$ cat src/printer_port_pkg.sv
// Constants shared by the parallel printer port and its input synchroniser
package printer_port_pkg;

  // Register indices; the byte address is four times the index
  localparam int IDX_W = 10;
  localparam logic [IDX_W-1:0] IDX_SYSTEM = 10'h07c;
  localparam logic [IDX_W-1:0] IDX_DATA = 10'h378;
  localparam logic [IDX_W-1:0] IDX_STATUS = 10'h379;
  localparam logic [IDX_W-1:0] IDX_CONTROL = 10'h37a;
  localparam logic [IDX_W-1:0] IDX_EVT_STATUS = 10'h380;
  localparam logic [IDX_W-1:0] IDX_EVT_MASK = 10'h381;
  localparam int ADDR_W = IDX_W + 2;

  // Shared system register fields
  localparam int SYS_POWER = 2;
  localparam int SYS_PRIMARY = 0;
  localparam logic [7:0] SYS_RESET = 8'h00;

  // Status register fields
  localparam int STS_BUSY = 7;
  localparam int STS_ACK = 6;
  localparam int STS_PAPER = 5;
  localparam int STS_SELECT = 4;
  localparam int STS_ERROR = 3;
  localparam int STS_IRQ = 2;

  // Control register fields
  localparam int CTL_W = 5;
  localparam int CTL_IRQ_EN = 4;
  localparam int CTL_SELECT_IN = 3;
  localparam int CTL_INIT = 2;
  localparam int CTL_AUTO_FEED = 1;
  localparam int CTL_STROBE = 0;
  localparam logic [CTL_W-1:0] CTL_RESET = 5'h00;
  localparam logic [7:0] DATA_RESET = 8'h00;

  // Own event register: sticky bits, write one to clear
  localparam int EVT_W = 2;
  localparam int EVT_ACK = 0;
  localparam int EVT_ERROR = 1;
  localparam logic [EVT_W-1:0] EVT_RESET = 2'h0;

  // Synchronised printer inputs: ack_n, busy, paper, select, error_n
  localparam int PIN_W = 5;
  localparam int PIN_ACK = 4;
  localparam int PIN_BUSY = 3;
  localparam int PIN_PAPER = 2;
  localparam int PIN_SELECT = 1;
  localparam int PIN_ERROR = 0;
  localparam logic [PIN_W-1:0] PIN_IDLE = 5'h11;

endpackage

$ cat src/parallel_printer_port.sv
// Parallel printer port with APB register access
`timescale 1ns/1ps
`default_nettype none
module parallel_printer_port (
  input wire logic ref_clk,
  input wire logic reset_n,
  input wire logic psel,
  input wire logic penable,
  input wire logic pwrite,
  input wire logic [printer_port_pkg::ADDR_W-1:0] paddr,
  input wire logic [31:0] pwdata,
  input wire logic [3:0] pstrb,
  output logic [31:0] prdata,
  output logic pready,
  output logic pslverr,
  output logic [7:0] print_data,
  output logic strobe_n,
  output logic auto_feed_n,
  output logic init_n,
  output logic select_in_n,
  input wire logic ack_n,
  input wire logic busy,
  input wire logic paper_end,
  input wire logic selected,
  input wire logic error_n,
  output logic adapter_power,
  output logic port_primary,
  output logic irq_req7,
  output logic irq
);

  logic [7:0] sys_reg;
  logic [7:0] data_reg;
  logic [printer_port_pkg::CTL_W-1:0] ctl_reg;
  logic irq_flag;
  logic [printer_port_pkg::EVT_W-1:0] evt_status;
  logic [printer_port_pkg::EVT_W-1:0] evt_mask;
  logic [printer_port_pkg::PIN_W-1:0] pins_s;
  logic ack_prev;
  logic err_prev;
  logic [7:0] rd_byte;

  // Printer inputs cross into ref_clk before anything looks at them
  pin_sync #(
    .WIDTH(printer_port_pkg::PIN_W),
    .IDLE(printer_port_pkg::PIN_IDLE)
  ) u_pin_sync (
    .ref_clk(ref_clk),
    .reset_n(reset_n),
    .pins({ack_n, busy, paper_end, selected, error_n}),
    .pins_sync(pins_s)
  );

  // Bus decode; the slave never inserts wait states
  wire [printer_port_pkg::IDX_W-1:0] idx = paddr[printer_port_pkg::ADDR_W-1:2];
  wire aligned = (paddr[1:0] == 2'h0);
  wire hit_sys = aligned && (idx == printer_port_pkg::IDX_SYSTEM);
  wire hit_data = aligned && (idx == printer_port_pkg::IDX_DATA);
  wire hit_status = aligned && (idx == printer_port_pkg::IDX_STATUS);
  wire hit_ctl = aligned && (idx == printer_port_pkg::IDX_CONTROL);
  wire hit_evt = aligned && (idx == printer_port_pkg::IDX_EVT_STATUS);
  wire hit_mask = aligned && (idx == printer_port_pkg::IDX_EVT_MASK);
  wire mapped = hit_sys | hit_data | hit_status | hit_ctl | hit_evt | hit_mask;
  wire setup = psel && !penable;
  wire access = psel && penable;
  wire wr_ok = access && pwrite && mapped && pstrb[0];
  wire rd_setup = setup && !pwrite;
  wire status_rd_done = access && !pwrite && hit_status;
  assign pready = 1'b1;
  assign pslverr = access && !mapped;

  // Synchronised pin levels and their falling edges
  wire ack_s = pins_s[printer_port_pkg::PIN_ACK];
  wire busy_s = pins_s[printer_port_pkg::PIN_BUSY];
  wire err_s = pins_s[printer_port_pkg::PIN_ERROR];
  wire ack_fall = ack_prev && !ack_s;
  wire err_fall = err_prev && !err_s;
  wire irq_en = ctl_reg[printer_port_pkg::CTL_IRQ_EN];

  // Status word as software sees it; low two bits stay zero
  logic [7:0] status_word;
  always_comb begin
    status_word = 8'h00;
    status_word[printer_port_pkg::STS_BUSY] = !busy_s;
    status_word[printer_port_pkg::STS_ACK] = ack_s;
    status_word[printer_port_pkg::STS_PAPER] =
      pins_s[printer_port_pkg::PIN_PAPER];
    status_word[printer_port_pkg::STS_SELECT] =
      pins_s[printer_port_pkg::PIN_SELECT];
    status_word[printer_port_pkg::STS_ERROR] = err_s;
    status_word[printer_port_pkg::STS_IRQ] = irq_flag;
  end

  // Read mux; control returns stored bits, not the inverted pins
  wire [7:0] next_rd_byte =
    hit_sys ? sys_reg :
    hit_data ? data_reg :
    hit_status ? status_word :
    hit_ctl ? {3'h0, ctl_reg} :
    hit_evt ? {6'h00, evt_status} :
    hit_mask ? {6'h00, evt_mask} : 8'h00;

  // Interrupt flag: set beats the clear, and the read clears only what
  // it actually returned, so an acknowledge during the read survives
  wire flag_set = ack_fall && irq_en;
  wire flag_clr = status_rd_done && rd_byte[printer_port_pkg::STS_IRQ];
  wire next_irq_flag = flag_set || (irq_flag && !flag_clr);

  // Sticky events, write one to clear, set wins
  wire [printer_port_pkg::EVT_W-1:0] evt_set = {err_fall, ack_fall};
  wire [printer_port_pkg::EVT_W-1:0] evt_clr =
    (wr_ok && hit_evt) ? pwdata[printer_port_pkg::EVT_W-1:0] : '0;
  wire [printer_port_pkg::EVT_W-1:0] next_evt_status =
    evt_set | (evt_status & ~evt_clr);

  // Read data is captured in the setup phase, ready for the access phase
  always_ff @(posedge ref_clk or negedge reset_n) begin
    if (!reset_n) begin
      rd_byte <= 8'h00;
    end else if (rd_setup) begin
      rd_byte <= next_rd_byte;
    end
  end
  assign prdata = {24'h000000, rd_byte};

  // Software-written registers; whole system byte is stored so the
  // bits owned by others read back as written
  always_ff @(posedge ref_clk or negedge reset_n) begin
    if (!reset_n) begin
      sys_reg <= printer_port_pkg::SYS_RESET;
      data_reg <= printer_port_pkg::DATA_RESET;
      ctl_reg <= printer_port_pkg::CTL_RESET;
      evt_mask <= printer_port_pkg::EVT_RESET;
    end else if (wr_ok) begin
      if (hit_sys) sys_reg <= pwdata[7:0];
      if (hit_data) data_reg <= pwdata[7:0];
      if (hit_ctl)
        ctl_reg <= pwdata[printer_port_pkg::CTL_W-1:0];
      if (hit_mask) evt_mask <= pwdata[printer_port_pkg::EVT_W-1:0];
    end
  end

  // Flags and edge history
  always_ff @(posedge ref_clk or negedge reset_n) begin
    if (!reset_n) begin
      irq_flag <= 1'b0;
      evt_status <= printer_port_pkg::EVT_RESET;
      ack_prev <= 1'b1;
      err_prev <= 1'b1;
    end else begin
      irq_flag <= next_irq_flag;
      evt_status <= next_evt_status;
      ack_prev <= ack_s;
      err_prev <= err_s;
    end
  end

  // Connector outputs; strobe, feed and select-in are active low pins
  assign print_data = data_reg;
  assign strobe_n = !ctl_reg[printer_port_pkg::CTL_STROBE];
  assign auto_feed_n =
    !ctl_reg[printer_port_pkg::CTL_AUTO_FEED];
  assign select_in_n =
    !ctl_reg[printer_port_pkg::CTL_SELECT_IN];
  // Initialize follows its bit; software must time the low pulse itself
  assign init_n = ctl_reg[printer_port_pkg::CTL_INIT];

  // System bits; power reaches the serial side through adapter_power
  assign adapter_power = sys_reg[printer_port_pkg::SYS_POWER];
  assign port_primary = sys_reg[printer_port_pkg::SYS_PRIMARY];

  // Interrupt outputs
  assign irq_req7 = irq_flag && irq_en;
  assign irq = |(evt_status & evt_mask);
endmodule // parallel_printer_port
`default_nettype wire

$ cat src/pin_sync.sv
// Two-stage synchroniser for the printer status inputs
`timescale 1ns/1ps
`default_nettype none
module pin_sync #(
  parameter int WIDTH = printer_port_pkg::PIN_W,
  parameter logic [WIDTH-1:0] IDLE = printer_port_pkg::PIN_IDLE
) (
  input wire logic ref_clk,
  input wire logic reset_n,
  input wire logic [WIDTH-1:0] pins,
  output logic [WIDTH-1:0] pins_sync
);

  logic [WIDTH-1:0] meta;

  // First stage feeds only the second; reset to idle levels avoids a
  // false edge right after reset
  always_ff @(posedge ref_clk or negedge reset_n) begin
    if (!reset_n) begin
      meta <= IDLE;
      pins_sync <= IDLE;
    end else begin
      meta <= pins;
      pins_sync <= meta;
    end
  end

endmodule // pin_sync
`default_nettype wire

$ cat config.mk
export PLATFORM = sky130hd
export DESIGN_NAME = parallel_printer_port
export DESIGN_NICKNAME = d
export VERILOG_FILES = /design/src/printer_port_pkg.sv /design/src/parallel_printer_port.sv /design/src/pin_sync.sv
export SDC_FILE = /design/constraint.sdc
export NUM_CORES = 1
export LEC_CHECK = 0
export BUFFER_PORTS_ARGS = -buffer_cell sky130_fd_sc_hd__clkbuf_2
export CAP_MARGIN = 25
export CORE_MARGIN = 10
export CORE_UTILIZATION = 46
export DETAILED_ROUTE_END_ITERATION = 8
export GPL_TIMING_DRIVEN = 1
export PLACE_DENSITY = 0.79
export SYNTH_ARGS = -nofsm -noshare
export SYNTH_HDL_FRONTEND = slang
export SYNTH_SLANG_ARGS = --single-unit
$ cat constraint.sdc
create_clock -name ref_clk -period 1.9 [get_ports ref_clk]
set_clock_uncertainty 0.15 [all_clocks]
set_input_delay 0.19 -clock ref_clk [delete_from_list [all_inputs] [get_ports ref_clk]]
set_output_delay 0.19 -clock ref_clk [all_outputs]
set_load 0.05 [all_outputs]
==> Flow_metrics.wiki <==
{| class="wikitable"
! Metric !! Value
|-
| Number of placed cells counting well taps || 338
|-
| Most instantiated library cell after synthesis || dfrtp_1
|-
| Launching instance or port of the critical path || paddr[1]
|-
| Total vias in the final route || 1,820
|-
| Worst-path cell chain || clkbuf_2, or2_2, or3_1, a21oi_1, a211oi_2, clkbuf_4
|-
| Wire length on met2 || 3.03 mm
|-
| Mapped Area || 0.00228 mm2
|-
| Static leakage || 1.47 nW
|-
| Root cell of the clock tree || clkbuf_8
|-
| Data arrival time of the critical path || 1.48 ns
|-
| Met3 routed wirelength || 538 um
|-
| Worst reg2reg startpoint || print_data[0]
|-
| Rel. slew slack || 0.650
|-
| GRT Total Usage || 0.144
|-
| Highest net fanout along the worst path || 4
|-
| Share of post-route cells with drive strength above 1 || 0.449
|-
| Initial core utilization || 0.480
|-
| Slowest library cell on the worst path || or3_1
|-
| Metal1 wirelength || 2.32 mm
|-
| Crit end category || primary output
|-
| WHS || 0.00822 ns
|-
| Synthesized flop and latch total || 46
|-
| Count of routing violations after the opening detailed-route iteration || 55
|-
| Vert. Die Dim || 90.4 um
|-
| Skew-Pair Late Insertion Delay || 0.30 ns
|-
| VDD IR-drop max || 0.746 mV
|-
| Cell count after synthesis || 198
|-
| Global-route wire length before repair || 9.65 mm
|-
| Count of yosys warnings during synthesis || 0
|-
| Measured slew at the worst slew-check pin || 0.520 ns
|-
| Post-route antenna net violation count || 0
|-
| Count of buffers inserted at the top-level ports || 55
|-
| First-pass DRT Iterations || 4
|-
| Worst setup path category || primary input to primary output
|-
| Mapped Avg Cell Area || 11.5 um2
|-
| TritonCTS clock tree || built
|-
| Residual DRC || 0
|-
| Area of the die || 0.00818 mm2
|-
| Clk sinks || 46
|-
| Areal power density over the cells || 685 mW/mm2
|-
| Site Rows || 25
|-
| Commonest register cell after synthesis || dfrtp_1
|-
| Proportion of synthesized flip-flops having asynchronous set or reset || 1.00
|-
| Fin crit period || 1.82 ns
|-
| Number of enable-type register cells in the synthesized netlist || 0
|-
| CTS H-tree lvls || 2
|-
| Share of the yosys chip area belonging to registers || 0.508
|-
| Status || completed
|-
| Share of Yosys cell area claimed by the top area cell type || 0.439
|-
| GRT Residual Overflow || 0
|-
| Final hold violations || 0
|-
| Max Used Layer || met4
|-
| Cell Area, Placed || 0.00273 mm2
|-
| Final cell count without fillers || 354
|-
| Final design instance area without fill || 0.00290 mm2
|-
| Type of the worst min-delay path || primary input to register
|-
| Total of endpoints with negative setup slack in the final report || 0
|-
| Drt total wl || 5.94 mm
|-
| Crit path required time || 1.56 ns
|-
| Routability congestion estimate from global placement || 0.872
|-
| Count of filler cells inserted in the layout || 396
|-
| Number of buffers between clock root and the deepest sink || 2
|-
| RSZ-0062 raised after global routing || false
|-
| Number of pins with negative max-slew slack in the final report || 0
|-
| Worst min-delay path startpoint || pwdata[2]
|-
| Critical Path Max Stage Delay || 0.39 ns
|-
| Pin count of the biggest net entering global routing || 23
|-
| List of most frequent post-synthesis cells || dfrtp_1, buf_4, mux2_2, nor2_1
|-
| NumNets Final || 344
|-
| Number of maximum-capacitance constraint violations || 0
|-
| Post-CTS setup repair buffer count || 0
|-
| Antenna Cells || 0
|-
| Most area-hungry cell type in the Yosys netlist || dfrtp_1
|-
| CORE AREA || 0.00475 mm2
|-
| Vias in the first global route || 1,946
|-
| Total negative slack for setup checks || 0 ns
|-
| Number of buffers created by CTS || 5
|-
| Routed len/inst || 16.8 um
|-
| Number of distinct library cells after synthesis || 42
|-
| Post-detailed-route via-to-cell ratio || 5.14
|-
| Most area-consuming cells after synthesis || dfrtp_1, mux2_2, buf_4, dfstp_2, a22o_1
|-
| Die width || 90.4 um
|-
| Sort of element at the start of the critical path || primary input
|-
| Initial antenna violation count || 0
|-
| Ratio of final minimum period to clock period || 0.960
|-
| Layout-stage area growth over the synthesis result || 27.2%
|-
| Max Clock Freq || 548 MHz
|-
| Number of I/O pins || 108
|-
| Clock-pin transition on the worst setup and hold timing paths || 0.08 ns
|-
| HPWL after DPL || 4.78 mm
|}
==> worst max-delay path: cells and delay by family <==
family,cells,cell delay [ns]
buffers and inverters,2,0.31
AOI/OAI and AO/OA,2,0.25
and+or+nand+nor,2,0.73
==> routing by layer <==
layer | vias to the layer above | track usage
met5 | - | 0
met4 | 0 | 0.0371
met3 | 5 | 0.0590
met2 | 73 | 0.254
met1 | 901 | 0.156
li1 | 841 | -
==> power by group <==
group,switching [W],leakage (nW),total [W],internal (W)
clock network,0.000314,0.0385,0.000574,0.000260
registers,0.0000174,0.585,0.00103,0.00102
logic,0.000291,0.846,0.000381,0.0000907
total,0.000622,1.47,0.00199,0.00137
==> final cells by class <==
type	instances	area, um2	share of cell area
flip-flops and latches	46	1160	0.399
clock inverters	1	7.51	0.00259
well taps	67	83.8	0.0289
clock buffers	7	76.3	0.0263
multi-input cells	137	988	0.341
inverters	8	30.0	0.0103
repair buffers	88	558	0.192
==> timing repair <==
action                     in CTS  in global routing
hold endpoints to repair       23                  0
setup endpoints to repair       1                  1
resized for setup               1                  2
hold buffers                    8                  0
==> cells in the final DEF (no fill, tap or decap), drive strengths merged, types with 5 or more instances in the layout <==
| master | count |
|---|---|
| clkbuf | 62 |
| buf | 25 |
| dfstp | 6 |
| dlygate4sd3 | 8 |
| nor2b | 5 |
| dfrtp | 40 |
| nand2 | 8 |
| mux2 | 23 |
| a22o | 8 |
| conb | 25 |
| nor2 | 10 |
| a21oi | 7 |
| inv | 8 |
==> cells by family after synthesis <==
logic type / share of synthesized area
muxes: 0.122
and+or+nand+nor: 0.150
AOI/OAI and AO/OA: 0.112
DFF: 0.508
buffers and inverters: 0.104
other: 0.00329
==> metrics by stage <==
| step | setup slack [ns] | total power [W] | util |
|---|---|---|---|
| 2_1_floorplan | -0.0148 | 0.00133 | - |
| 3_3_place_gp | -0.120 | 0.00141 | 0.574 |
| 3_5_place_dp | -0.165 | 0.00142 | 0.574 |
| 4_1_cts | 0.00501 | 0.00200 | 0.609 |
| 5_1_grt | 0.00666 | 0.00207 | 0.611 |
| 6_report | 0.0758 | 0.00199 | 0.611 |
==> path summary, 6_finish.rpt <==
path                                      endpoint  slack (ns)  cells past startpoint
max in group asynchronous                 err_prev        0.71                      3
hold / removal                       print_data[2]       0.008                      2
setup / recovery                           pslverr        0.08                      6
hold reg to reg            u_pin_sync.pins_sync[1]        0.20                      0
setup reg to reg                        rd_byte[0]        0.57                      3
min in group asynchronous            print_data[7]        0.23                      2
Power figures use the tool's default switching activity.
